==> config.mk <==
export PLATFORM = sky130hd
export DESIGN_NAME = los_status
export DESIGN_NICKNAME = d
export VERILOG_FILES = /design/src/hdl/los_pkg.sv /design/src/hdl/los_status.sv
export SDC_FILE = /design/constraint.sdc
export NUM_CORES = 1
export LEC_CHECK = 0
export ABC_AREA = 1
export BUFFER_PORTS_ARGS = -buffer_cell sky130_fd_sc_hd__buf_4
export CAP_MARGIN = 30
export CORE_MARGIN = 5
export CORE_UTILIZATION = 30
export DETAILED_ROUTE_END_ITERATION = 8
export GPL_TIMING_DRIVEN = 0
export PLACE_DENSITY_LB_ADDON = 0.3
export REMOVE_ABC_BUFFERS = 1
export SLEW_MARGIN = 10
export SYNTH_ARGS = -nofsm -noshare
export SYNTH_HDL_FRONTEND = slang
export SYNTH_SLANG_ARGS = --single-unit
export TNS_END_PERCENT = 1
==> constraint.sdc <==
create_clock -name clk_i -period 2.1 [get_ports clk_i]
set_clock_uncertainty 0.2 [all_clocks]
set_input_delay 0.21 -clock clk_i [delete_from_list [all_inputs] [get_ports clk_i]]
set_output_delay 0.21 -clock clk_i [all_outputs]
set_load 0.02 [all_outputs]
==> src/hdl/los_pkg.sv <==
// Package for the channel loss-of-signal status block: register map,
// field positions, reset values, line modes and detector timing counts.
// Assumes a 32-bit classic Wishbone bus with word-aligned registers.
package los_pkg;

    // Register byte offsets
    localparam logic [3:0] ALARM_STATUS_OFF = 4'h0;
    localparam logic [3:0] CONTROL_OFF      = 4'h4;
    localparam logic [3:0] INT_STATUS_OFF   = 4'h8;
    localparam logic [3:0] INT_MASK_OFF     = 4'hC;

    // Alarm status field positions (int status and mask share them)
    localparam int LOS_BIT     = 1;
    localparam int ANALOG_BIT  = 4;
    localparam int DIGITAL_BIT = 5;

    // Control field positions
    localparam int MODE_LSB = 0;
    localparam int MODE_MSB = 1;

    // Reset values, read-zero value and writable alarm bit mask
    localparam logic [7:0] CONTROL_RESET  = 8'h00;
    localparam logic [7:0] INT_MASK_RESET = 8'h00;
    localparam logic [7:0] READ_ZERO      = 8'h00;
    localparam logic [7:0] ALARM_MASK     = 8'h32;

    // Line rate selection
    typedef enum logic [1:0] {
        MODE_DS3  = 2'h0,
        MODE_STS1 = 2'h1,
        MODE_E3   = 2'h2
    } line_mode_type;

    // Digital detector: bit periods without pulses before loss
    localparam int DIG_DECLARE_BITS = 160;
    // Digital detector: clearing pulse density in percent
    localparam int DIG_CLEAR_PCT    = 33;
    // Bit periods over which pulse density is measured
    localparam int DENS_WINDOW_BITS = 32;
    // Pulses needed in one window, rounded up
    localparam int DENS_MIN_PULSES  =
        (DIG_CLEAR_PCT * DENS_WINDOW_BITS + 99) / 100;

    // E3 detector: zero run that declares loss, and clearing window
    localparam int E3_DECLARE_ZEROS = 32;
    localparam int E3_CLEAR_BITS    = 32;

    // Detector indications carried together
    typedef struct packed {
        logic digital;
        logic analog;
        logic combined;
    } alarm_type;

endpackage

==> src/hdl/los_status.sv <==
// Loss-of-signal detection and alarm status for one receive channel.
// Assumes line_pulse_i and bit_strobe_i come from same-clock recovery
// logic; the analog comparator outputs are asynchronous pins.
//
// Operation
// - DS3/STS-1: digital detector declares loss after 160 pulseless bit periods.
// - DS3/STS-1: digital detector clears when pulse density reaches 33 percent.
// - Status bit 5 is read-only, shows digital loss declared.
// - DS3/STS-1: analog detector declares loss when amplitude drops below declare level.
// - DS3/STS-1: analog detector clears when amplitude rises above clear level.
// - Analog indication holds between the two thresholds, giving hysteresis.
// - Status bit 4 is read-only, shows analog loss declared.
// - Channel loss is OR of digital and analog declared states.
// - Combined channel loss reads as status bit 1.
// - E3 mode uses a zero-run loss detector feeding the combined bit.
//
// The placing of the registers and register access over Wishbone were decided locally.
`timescale 1ns/1ps

module los_status
    import los_pkg::*;
#(
    parameter int DECLARE_BITS = los_pkg::DIG_DECLARE_BITS,
    parameter int WINDOW_BITS  = los_pkg::DENS_WINDOW_BITS,
    parameter int MIN_PULSES   = los_pkg::DENS_MIN_PULSES,
    parameter int E3_ZEROS     = los_pkg::E3_DECLARE_ZEROS,
    parameter int E3_WINDOW    = los_pkg::E3_CLEAR_BITS
) (
    // Clock and reset
    input  wire logic                clk_i,
    input  wire logic                rst_i,
    // Wishbone slave
    input  wire logic [3:0]          adr_i,
    input  wire logic [31:0]         dat_i,
    input  wire logic [3:0]          sel_i,
    input  wire logic                we_i,
    input  wire logic                cyc_i,
    input  wire logic                stb_i,
    output logic      [31:0]         dat_o,
    output logic                     ack_o,
    // Recovered line data, same clock
    input  wire logic                bit_strobe_i,
    input  wire logic                line_pulse_i,
    // Analog amplitude comparators, asynchronous
    input  wire logic                amp_below_declare_i,
    input  wire logic                amp_above_clear_i,
    // Alarm outputs
    output los_pkg::alarm_type       alarm_o,
    output logic                     irq_o
);
    import los_pkg::*;

    localparam int CW = $clog2(DECLARE_BITS + 1);
    localparam int WW = $clog2(WINDOW_BITS + 1);
    localparam int EW = $clog2(E3_ZEROS + 1);
    localparam int XW = $clog2(E3_WINDOW + 1);

    // Packs the alarm struct into the shared bit layout
    function automatic logic [7:0] pack_alarm(input alarm_type a);
        logic [7:0] w;
        w = READ_ZERO;
        w[DIGITAL_BIT] = a.digital;
        w[ANALOG_BIT]  = a.analog;
        w[LOS_BIT]     = a.combined;
        return w;
    endfunction

    // Register file and bus decode
    logic [7:0]        control_reg;
    logic [7:0]        int_status_reg;
    logic [7:0]        int_mask_reg;
    line_mode_type     mode;
    logic              e3_mode;
    logic              access;
    logic              wr_en;
    logic              rd_int_status;

    // Comparator synchronizer stages and accepted levels
    logic [1:0]        sync1_reg;
    logic [1:0]        sync2_reg;
    logic [1:0]        sync3_reg;
    logic              below_level_reg;
    logic              above_level_reg;

    // DS3/STS-1 detector state
    logic [CW-1:0]     zero_cnt_reg;
    logic [WW-1:0]     win_cnt_reg;
    logic [WW-1:0]     pulse_cnt_reg;
    logic              digital_reg;
    logic              analog_reg;

    // E3 detector state
    logic [EW-1:0]     e3_run_reg;
    logic [XW-1:0]     e3_win_reg;
    logic              e3_hit_reg;
    logic              e3_los_reg;
    logic              e3_zero_hit;

    // Alarm image and change events
    alarm_type         alarm_next;
    alarm_type         alarm_reg;
    logic [7:0]        events;

    assign mode          = line_mode_type'(control_reg[MODE_MSB:MODE_LSB]);
    assign e3_mode       = (mode == MODE_E3);
    assign access        = cyc_i && stb_i && !ack_o;
    assign wr_en         = access && we_i && sel_i[0];
    assign rd_int_status = access && !we_i && (adr_i == INT_STATUS_OFF);
    // Zero run at or past its length; a standing run keeps hitting, so a
    // dead line cannot clear E3 loss once the run counter saturates
    assign e3_zero_hit   = !line_pulse_i && (e3_run_reg >= EW'(E3_ZEROS - 1));

    // Three-stage comparator synchronizer; only stage 2 reads stage 1
    always_ff @(posedge clk_i) begin
        if (rst_i) begin
            sync1_reg <= 2'h0;
            sync2_reg <= 2'h0;
            sync3_reg <= 2'h0;
        end else begin
            sync1_reg <= {amp_above_clear_i, amp_below_declare_i};
            sync2_reg <= sync1_reg;
            sync3_reg <= sync2_reg;
        end
    end

    // A comparator change counts once stages 2 and 3 agree
    always_ff @(posedge clk_i) begin
        if (rst_i) begin
            below_level_reg <= 1'b0;
            above_level_reg <= 1'b0;
        end else begin
            if (sync2_reg[0] == sync3_reg[0])
                below_level_reg <= sync3_reg[0];
            if (sync2_reg[1] == sync3_reg[1])
                above_level_reg <= sync3_reg[1];
        end
    end

    // Analog detector: two thresholds, state held in between
    always_ff @(posedge clk_i) begin
        if (rst_i || e3_mode) begin
            analog_reg <= 1'b0;
        end else if (below_level_reg) begin
            analog_reg <= 1'b1;
        end else if (above_level_reg) begin
            analog_reg <= 1'b0;
        end
    end

    // Digital detector: run of pulseless bit periods
    always_ff @(posedge clk_i) begin
        if (rst_i || e3_mode) begin
            zero_cnt_reg <= '0;
        end else if (bit_strobe_i) begin
            if (line_pulse_i)
                zero_cnt_reg <= '0;
            else if (zero_cnt_reg < CW'(DECLARE_BITS))
                zero_cnt_reg <= zero_cnt_reg + 1'b1;
        end
    end

    // Pulse density window; a full window with enough pulses clears loss
    always_ff @(posedge clk_i) begin
        if (rst_i || e3_mode) begin
            win_cnt_reg   <= '0;
            pulse_cnt_reg <= '0;
        end else if (bit_strobe_i) begin
            if (win_cnt_reg == WW'(WINDOW_BITS - 1)) begin
                win_cnt_reg   <= '0;
                pulse_cnt_reg <= '0;
            end else begin
                win_cnt_reg   <= win_cnt_reg + 1'b1;
                pulse_cnt_reg <= pulse_cnt_reg + WW'(line_pulse_i);
            end
        end
    end

    // Digital loss: declare on the 160th empty bit, clear on density
    always_ff @(posedge clk_i) begin
        if (rst_i || e3_mode) begin
            digital_reg <= 1'b0;
        end else if (bit_strobe_i) begin
            if (!line_pulse_i && zero_cnt_reg == CW'(DECLARE_BITS - 1))
                digital_reg <= 1'b1;
            else if (win_cnt_reg == WW'(WINDOW_BITS - 1) &&
                     pulse_cnt_reg + WW'(line_pulse_i) >= WW'(MIN_PULSES))
                digital_reg <= 1'b0;
        end
    end

    // E3 zero-run counter and window hit flag
    // Run counter saturates; the hit flag marks any run seen in this window before its last bit, which clears the flag
    always_ff @(posedge clk_i) begin
        if (rst_i || !e3_mode) begin
            e3_run_reg <= '0;
            e3_win_reg <= '0;
            e3_hit_reg <= 1'b0;
        end else if (bit_strobe_i) begin
            if (line_pulse_i)
                e3_run_reg <= '0;
            else if (e3_run_reg < EW'(E3_ZEROS))
                e3_run_reg <= e3_run_reg + 1'b1;
            if (e3_win_reg == XW'(E3_WINDOW - 1)) begin
                e3_win_reg <= '0;
                e3_hit_reg <= 1'b0;
            end else begin
                e3_win_reg <= e3_win_reg + 1'b1;
                if (e3_zero_hit)
                    e3_hit_reg <= 1'b1;
            end
        end
    end

    // E3 loss: zero run declares, a window free of such runs clears
    always_ff @(posedge clk_i) begin
        if (rst_i || !e3_mode) begin
            e3_los_reg <= 1'b0;
        end else if (bit_strobe_i) begin
            if (e3_zero_hit)
                e3_los_reg <= 1'b1;
            else if (e3_win_reg == XW'(E3_WINDOW - 1) && !e3_hit_reg)
                e3_los_reg <= 1'b0;
        end
    end

    // Combined state and change events
    always_comb begin
        alarm_next.digital  = digital_reg;
        alarm_next.analog   = analog_reg;
        alarm_next.combined = digital_reg || analog_reg || e3_los_reg;
        events = pack_alarm(alarm_next) ^ pack_alarm(alarm_reg);
    end

    // Registered alarm image seen by the bus and the change events
    always_ff @(posedge clk_i) begin
        if (rst_i)
            alarm_reg <= '0;
        else
            alarm_reg <= alarm_next;
    end

    // Control and mask writes, low byte lane only
    always_ff @(posedge clk_i) begin
        if (rst_i) begin
            control_reg  <= CONTROL_RESET;
            int_mask_reg <= INT_MASK_RESET;
        end else if (wr_en) begin
            if (adr_i == CONTROL_OFF)
                control_reg <= dat_i[7:0];
            if (adr_i == INT_MASK_OFF)
                int_mask_reg <= dat_i[7:0] & ALARM_MASK;
        end
    end

    // Sticky change bits; read clears, a new change wins over the clear
    always_ff @(posedge clk_i) begin
        if (rst_i)
            int_status_reg <= READ_ZERO;
        else if (rd_int_status)
            int_status_reg <= events;
        else
            int_status_reg <= int_status_reg | events;
    end

    // Level interrupt from flops
    always_ff @(posedge clk_i) begin
        if (rst_i)
            irq_o <= 1'b0;
        else
            irq_o <= |((rd_int_status ? events : (int_status_reg | events))
                       & int_mask_reg);
    end

    // Pin copy of the alarm image
    always_ff @(posedge clk_i) begin
        if (rst_i)
            alarm_o <= '0;
        else
            alarm_o <= alarm_next;
    end

    // Ack one cycle after the strobe, dropped the next cycle
    always_ff @(posedge clk_i) begin
        if (rst_i)
            ack_o <= 1'b0;
        else
            ack_o <= access;
    end

    // Read mux; unmapped offsets and writes answer zero
    always_ff @(posedge clk_i) begin
        if (rst_i) begin
            dat_o <= 32'h0000_0000;
        end else if (access && !we_i) begin
            case (adr_i)
                ALARM_STATUS_OFF: dat_o <= {24'h0, pack_alarm(alarm_reg)};
                CONTROL_OFF:      dat_o <= {24'h00_0000, control_reg};
                INT_STATUS_OFF:   dat_o <= {24'h00_0000, int_status_reg};
                INT_MASK_OFF:     dat_o <= {24'h00_0000, int_mask_reg};
                default:          dat_o <= 32'h0000_0000;
            endcase
        end else begin
            dat_o <= 32'h0000_0000;
        end
    end

endmodule // los_status

==> implementation parameters, run 1 <==
Parameter                              Value

Setup path
  Crit. End Element ... flop
  Startpoint kind of the worst setup timing path ... input port
  Family with the most delay on the worst path ... buffers and inverters
  WP data arrival ... 1.96 ns
  Critical path type ... in -> reg
  Top fanout value on the critical path ... 4
  Cell breakdown of the critical path ... dlygate4sd3_1, buf_4, nor2_2, nand3_2, dlygate4sd3_1, nor3_1
  Highest-delay cell along the critical path ... sky130_fd_sc_hd__dlygate4sd3_1
  Number of buffer and inverter stages on the critical path ... 3
  Setup slack, reg-to-reg ... 0.42 ns
  Required time worst endpoint ... 2.17 ns
  Cell occurring most often along the worst timing path ... sky130_fd_sc_hd__dlygate4sd3_1
  Largest incremental delay on the critical path ... 0.60 ns

Pwr
  Total power of the final layout ... 2.61 mW
  Leakage power figure ... 1.55 nW
  Total power divided by cell area ... 677 nW/um^2
  Max IR drop VDD ... 0.000250 V

Global route
  Number of antenna violations at the first check in global routing ... 0
  First-pass GRT wire length ... 11000 um
  GRT Util Overall ... 10.5%
  Largest net degree at the start of global routing ... 19
  Number of global-route vias before repair ... 2517
  Remaining Overflow, GRT ... 0

Die
  Die footprint ... 12800 sq um
  Core region area ... 10400 sq um
  Die span in y ... 113 um
  Die X-Extent ... 113 um
  Starting Density ... 30.9%
  Std cell rows ... 37
  Number of primary I/O pins ... 86

Min path
  Class of the worst hold path ... in -> reg

CTS
  Number of cells upsized or downsized after cts ... 0
  Clock buffer count from CTS ... 9
  Clock slew seen by the registers of the worst setup and hold paths ... 0.08 ns
  Root buf cell ... sky130_fd_sc_hd__clkbuf_8
  Sink count of the clock tree ... 71
  Clock latency of the later-clocked register in the worst-skew pair ... 0.34 ns
  TritonCTS clock tree ... built
  CTS H-tree depth ... 3
  Buffer levels on the longest clock path ... 2

Cells and area
  Post-layout nets ... 528
  Fillers ... 1102
  Highest-count cells in the layout ignoring fill and taps ... sky130_fd_sc_hd__nand2_1 (82), sky130_fd_sc_hd__dfxtp_1 (71), sky130_fd_sc_hd__nor2_1 (50), sky130_fd_sc_hd__inv_1 (43), sky130_fd_sc_hd__buf_4 (34)
  Most common library cell in the layout ignoring fill and taps ... sky130_fd_sc_hd__nand2_1
  ANT cells ... 0
  Area added between synthesis and finish ... 20.4%
  Share of layout cells above drive strength 1 ... 14.9%

STA
  Setup TNS after final layout ... 0 ns
  Final slew viol count ... 0
  Count of endpoints failing hold in the final timing report ... 0
  Least setup slack across all paths after layout ... 0.211 ns
  Worst hold margin ... 0.0236 ns
  Share of the clock period used by the worst path ... 90.0%
  Slew headroom ... 64.6%
  Worst slew pin tran ... 0.530 ns
  Unrepaired setup endpoints after global routing ... false
  Number of setup violations in the final report ... 0
  Crit path time final ... 1.89 ns
  Highest achievable clock rate ... 529 MHz

Placement
  Worst slack after detailed placement ... 0.385 ns
  Number of buffers added on ports ... 34
  Gp weighted congestion ... 0.845
  Estimated wirelength of the detail-placed design ... 4740 um

Routing
  Routed via count ... 2685
  Wire length per cell after detailed routing ... 10.3 um
  DRC errors left ... 0
  Number of detailed-routing iterations run before antenna repair ... 4
  Initial drt markers ... 78
  Post-route ant nets ... 0
  Wire length reported by the detailed router ... 6330 um
  Via/cell ratio ... 4.38

Yosys
  Area share of the leading cell type in the synthesized netlist ... 44.4%
  Synthesis Warnings ... 0
  Register area share after synthesis ... 44.4%
  Top post-synthesis cells by area ... sky130_fd_sc_hd__dfxtp_1 (44%), sky130_fd_sc_hd__nand2_1 (9.6%), sky130_fd_sc_hd__nor2_1 (5.9%)
  Synth Area per Inst ... 7.66 sq um
  Largest area contributor in the netlist ... sky130_fd_sc_hd__dfxtp_1
  Register bit total from synthesis ... 71
  Unique masters post-synth ... 40
  Instance count of the mapped netlist ... 418
  Total standard cell area after synthesis ... 3200 sq um

Run status
  Outcome ... complete, no violations

Run
  Max-capacitance violation count ... 0
## power by group
part           internal [mW]  leakage (nW)  total, mW  switching [mW]
clock network          0.537        0.0871       1.04           0.508
registers               1.36         0.574       1.37         0.00961
logic                 0.0728         0.893      0.195           0.122
## worst paths after layout
path	start	to	cells after the start
worst max register to register	pulse_cnt_reg[0]	digital_reg	8
worst min register to register	sync1_reg[1]	sync2_reg[1]	2
worst min-delay path	we_i	dat_o[3]	4
worst max-delay path	adr_i[1]	dat_o[0]	6
## area by class of cell
class	count	area, sq um	area share, %
clock buffer	9	124	3.22
clock inverter	6	62.6	1.62
multi-input combinational	290	1460	37.8
tap	136	170	4.42
sequential	71	1420	36.9
timing repair buffer	52	435	11.3
inverter	49	184	4.77
## logic make-up after synthesis
kind of cell             synth area share, %
adder cells (fa/ha/maj)                 2.35
buffers and inverters                   12.8
flip-flops                              44.4
AO/OA/AOI/OAI                           10.7
XOR/XNOR                                2.46
AND/OR/NAND/NOR                         27.2
other                                  0.117
## synthesized netlist by cell type
cell                        number
sky130_fd_sc_hd__nand2_1        82
sky130_fd_sc_hd__dfxtp_1        71
sky130_fd_sc_hd__nor2_1         50
sky130_fd_sc_hd__inv_1          43
sky130_fd_sc_hd__a21oi_1        31
sky130_fd_sc_hd__buf_4          24
sky130_fd_sc_hd__nand3_1        19
sky130_fd_sc_hd__nor3_1         13
sky130_fd_sc_hd__o21ai_0        10
sky130_fd_sc_hd__o21ai_1         8
sky130_fd_sc_hd__ha_1            6
sky130_fd_sc_hd__xor2_1          6
sky130_fd_sc_hd__inv_2           5
sky130_fd_sc_hd__nand4_1         5
sky130_fd_sc_hd__buf_2           4
sky130_fd_sc_hd__a41oi_1         3
sky130_fd_sc_hd__nand2_2         3
sky130_fd_sc_hd__nor2_2          3
sky130_fd_sc_hd__nor3b_1         3
sky130_fd_sc_hd__xnor2_1         3
sky130_fd_sc_hd__a211oi_1        2
sky130_fd_sc_hd__a31oi_1         2
sky130_fd_sc_hd__buf_6           2
sky130_fd_sc_hd__nand3_2         2
sky130_fd_sc_hd__nor3_2          2
sky130_fd_sc_hd__nor3_4          2
sky130_fd_sc_hd__a21oi_2         1
sky130_fd_sc_hd__a2bb2oi_1       1
sky130_fd_sc_hd__and3_1          1
sky130_fd_sc_hd__clkbuf_1        1
sky130_fd_sc_hd__clkinv_1        1
sky130_fd_sc_hd__conb_1          1
sky130_fd_sc_hd__nand3b_1        1
sky130_fd_sc_hd__nor2_4          1
sky130_fd_sc_hd__nor3b_2         1
sky130_fd_sc_hd__o2111ai_1       1
sky130_fd_sc_hd__o21ai_2         1
sky130_fd_sc_hd__o21bai_1        1
sky130_fd_sc_hd__or2_0           1
sky130_fd_sc_hd__or2_2           1
## worst min-delay path: stages
cell and delay (ns):
sky130_fd_sc_hd__buf_4 0.09, sky130_fd_sc_hd__nor3_1 0.06, sky130_fd_sc_hd__inv_1 0.12, sky130_fd_sc_hd__nor2_1 0.05
## stage by stage
| step | instance area (sq um) | instances | util (%) |
|---|---|---|---|
| 2_1_floorplan | 3060 | 410 | - |
| 3_3_place_gp | 3490 | 580 | 33.6 |
| 3_5_place_dp | 3490 | 580 | 33.6 |
| 4_1_cts | 3850 | 613 | 37.2 |
| 5_1_grt | 3850 | 613 | 37.2 |
| 6_report | 3850 | 613 | 37.2 |
## per-layer routing
metal / routed length [um] / up-vias / GRT usage, %
met3: 439 / 11 / 3.90
met5: 0 / - / 0
met2: 2960 / 61 / 17.5
met1: 2840 / 1204 / 12.1
met4: 97 / 0 / 4.33
li1: - / 1409 / -
## repair_timing
item                      CTS  global route
hold endpoints to repair   28             0
buffers inserted            0             0
hold buffers               18             0
Power figures use the tool's default switching activity.
==> run 2: changes to the inputs <==
Settings changed: CELL_PAD_IN_SITES_DETAIL_PLACEMENT set to 1, CELL_PAD_IN_SITES_GLOBAL_PLACEMENT set to 2, CORE_UTILIZATION 30 to 29, GPL_TIMING_DRIVEN 0 to unset.
==> run 2 against run 1 <==
  * Die area grew 3.1%
  * Clock power rose by 14%
  * Total power grew 5.5%
  * Critical path depth stayed put
  * Largest cell class unchanged
==> implementation parameters, run 2 (synthesis results as in run 1) <==
Parameter                              Value

Run status
  Outcome ... complete, no violations

Die
  Die footprint ... 13200 sq um (+3.1%)
  Core region area ... 10800 sq um (+4.5%)
  Std cell rows ... 38 (+2.7%)
  Die span in y ... 115 um (+1.6%)
  Die X-Extent ... 115 um (+1.6%)
  Starting Density ... 29.5% (-1.3 points)
  Number of primary I/O pins ... 86 (unchanged)

Setup path
  WP data arrival ... 1.92 ns (-0.04 ns)
  Number of buffer and inverter stages on the critical path ... 3 (unchanged)
  Cell breakdown of the critical path ... dlygate4sd3_1, buf_4, nor2_2, nand3_2, dlygate4sd3_1, nor3_1
  Startpoint kind of the worst setup timing path ... input port
  Critical path type ... in -> reg
  Largest incremental delay on the critical path ... 0.59 ns (about the same)
  Required time worst endpoint ... 2.18 ns (about the same)
  Crit. End Element ... flop
  Top fanout value on the critical path ... 4 (unchanged)
  Highest-delay cell along the critical path ... sky130_fd_sc_hd__dlygate4sd3_1
  Cell occurring most often along the worst timing path ... sky130_fd_sc_hd__dlygate4sd3_1
  Family with the most delay on the worst path ... buffers and inverters

STA
  Setup TNS after final layout ... 0 ns (unchanged)
  Highest achievable clock rate ... 544 MHz (+2.7%)
  Final slew viol count ... 0 (unchanged)
  Worst hold margin ... 0.0189 ns (-0.00466 ns)
  Crit path time final ... 1.84 ns (-0.0497 ns)
  Share of the clock period used by the worst path ... 87.6% (-2.4 points)
  Worst slew pin tran ... 0.584 ns (+0.0533 ns)
  Unrepaired setup endpoints after global routing ... false
  Number of setup violations in the final report ... 0 (unchanged)
  Slew headroom ... 61.0% (-3.6 points)
  Count of endpoints failing hold in the final timing report ... 0 (unchanged)

Pwr
  Total power of the final layout ... 2.75 mW (+5.5%)
  Leakage power figure ... 1.57 nW (+0.77%)
  Sw Pwr ... 0.654 mW (+2.3%)
  Switching part of the total power ... 23.8% (-0.73 points)
  Internal power consumption ... 2.10 mW (+6.5%)
  Logic pwr share ... 7.2% (-0.3 points)
  Fraction of power consumed by sequential logic ... 49.7% (-2.8 points)
  Clock share of power ... 43.1% (+3.1 points)
  Max IR drop VDD ... 0.000308 V (+23%)
  Total power divided by cell area ... 713 nW/um^2 (+5.3%)

Global route
  Remaining Overflow, GRT ... 0 (unchanged)
  GRT Util Overall ... 12.1% (+1.6 points)
  Number of antenna violations at the first check in global routing ... 0 (unchanged)
  Largest net degree at the start of global routing ... 19 (unchanged)
  Number of global-route vias before repair ... 2790 (+11%)
  First-pass GRT wire length ... 12800 um (+17%)

Routing
  Wire length reported by the detailed router ... 7540 um (+19%)
  Wire length per cell after detailed routing ... 12.2 um (+18%)
  Routed via count ... 2724 (+1.5%)
  Initial drt markers ... 60 (-23%)
  Number of detailed-routing iterations run before antenna repair ... 4 (unchanged)
  Via/cell ratio ... 4.42 (+0.96%)
  DRC errors left ... 0 (unchanged)
  Post-route ant nets ... 0 (unchanged)

Cells and area
  Area added between synthesis and finish ... 20.6%
  Most common library cell in the layout ignoring fill and taps ... sky130_fd_sc_hd__nand2_1
  Area of combinational cells with multiple inputs ... 1460 sq um (unchanged)
  Fillers ... 1344 (+22%)
  Share of layout cells above drive strength 1 ... 15.1% (+0.24 points)
  Post-layout nets ... 526 (-0.38%)
  ANT cells ... 0 (unchanged)
  Post-layout utilization of the core ... 35.6% (-1.5 points)
  Highest-count cells in the layout ignoring fill and taps ... sky130_fd_sc_hd__nand2_1 (82), sky130_fd_sc_hd__dfxtp_1 (71), sky130_fd_sc_hd__nor2_1 (50), sky130_fd_sc_hd__inv_1 (43), sky130_fd_sc_hd__buf_4 (35)
  Sequential Area ... 1420 sq um (unchanged)

CTS
  TritonCTS clock tree ... built
  Post CTS Setup Buffer Count ... 0 (unchanged)
  CTS H-tree depth ... 3 (unchanged)
  Clock buffer count from CTS ... 9 (unchanged)
  Clock latency of the later-clocked register in the worst-skew pair ... 0.34 ns (about the same)
  Root buf cell ... sky130_fd_sc_hd__clkbuf_8
  Sink count of the clock tree ... 71 (unchanged)
  Buffer levels on the longest clock path ... 2 (unchanged)
  Clock slew seen by the registers of the worst setup and hold paths ... 0.08 ns (about the same)

Placement
  Gp weighted congestion ... 0.766 (-9.4%)
  Number of buffers added on ports ... 34 (unchanged)
  Estimated wirelength of the detail-placed design ... 5590 um (+18%)

Run
  Max-capacitance violation count ... 0 (unchanged)

Min path
  Class of the worst hold path ... in -> reg
## run 2: repair_timing
| action | 4_1_cts | 5_1_grt |
|---|---|---|
| hold buffers | 15 | 0 |
| endpoints found under the hold margin | 26 | 0 |
| resized for setup | 0 | 0 |
## run 2: power groups by stage
stage	combinational [mW]	sequential, mW	clock (mW)
2_1_floorplan	0.104	1.40	0
3_3_place_gp	0.175	1.40	0
3_5_place_dp	0.176	1.40	0
4_1_cts	0.199	1.37	1.24
5_1_grt	0.220	1.37	1.30
6_report	0.197	1.37	1.19
## run 2: worst min-delay path, cell delays in order
cell and delay, ns:
sky130_fd_sc_hd__buf_4 0.08, sky130_fd_sc_hd__nor2_2 0.05, sky130_fd_sc_hd__nand2_1 0.12, sky130_fd_sc_hd__a41oi_1 0.06
## run 2: final timing paths
kind,to,cells past startpoint,slack [ns],start
max reg2reg,digital_reg,8,0.42,pulse_cnt_reg[0]
max,dat_o[0],6,0.26,adr_i[0]
min reg2reg,sync2_reg[0],2,0.20,sync1_reg[0]
min,dat_o[5],4,0.02,adr_i[1]
## run 2: final cells by class
class                      instances  share of cell area, %
clock buffer                      10                   3.31
clock inverter                     6                   2.17
inverter                          49                   4.76
multi-input combinational        290                   37.7
sequential                        71                   36.8
tap                              140                   4.54
timing repair buffer              50                   10.7
## run 2: per-layer routing
metal | part of all wire (%) | up-vias | track usage (%)
li1 | - | 1401 | -
met1 | 46 | 1267 | 14.4
met2 | 47 | 48 | 20.7
met3 | 5.4 | 8 | 3.95
met4 | 1.2 | 0 | 3.83
met5 | 0 | - | 0
## run 2: stage by stage
stage | worst slack (ns) | area [sq um] | instances
final | 0.260 | 3860 | 616
after CTS | 0.276 | 3860 | 616
after floorplan | 0.585 | 3060 | 410
after global routing | 0.127 | 3860 | 616
after detailed placement | 0.361 | 3500 | 585
after global placement | 0.412 | 3500 | 585
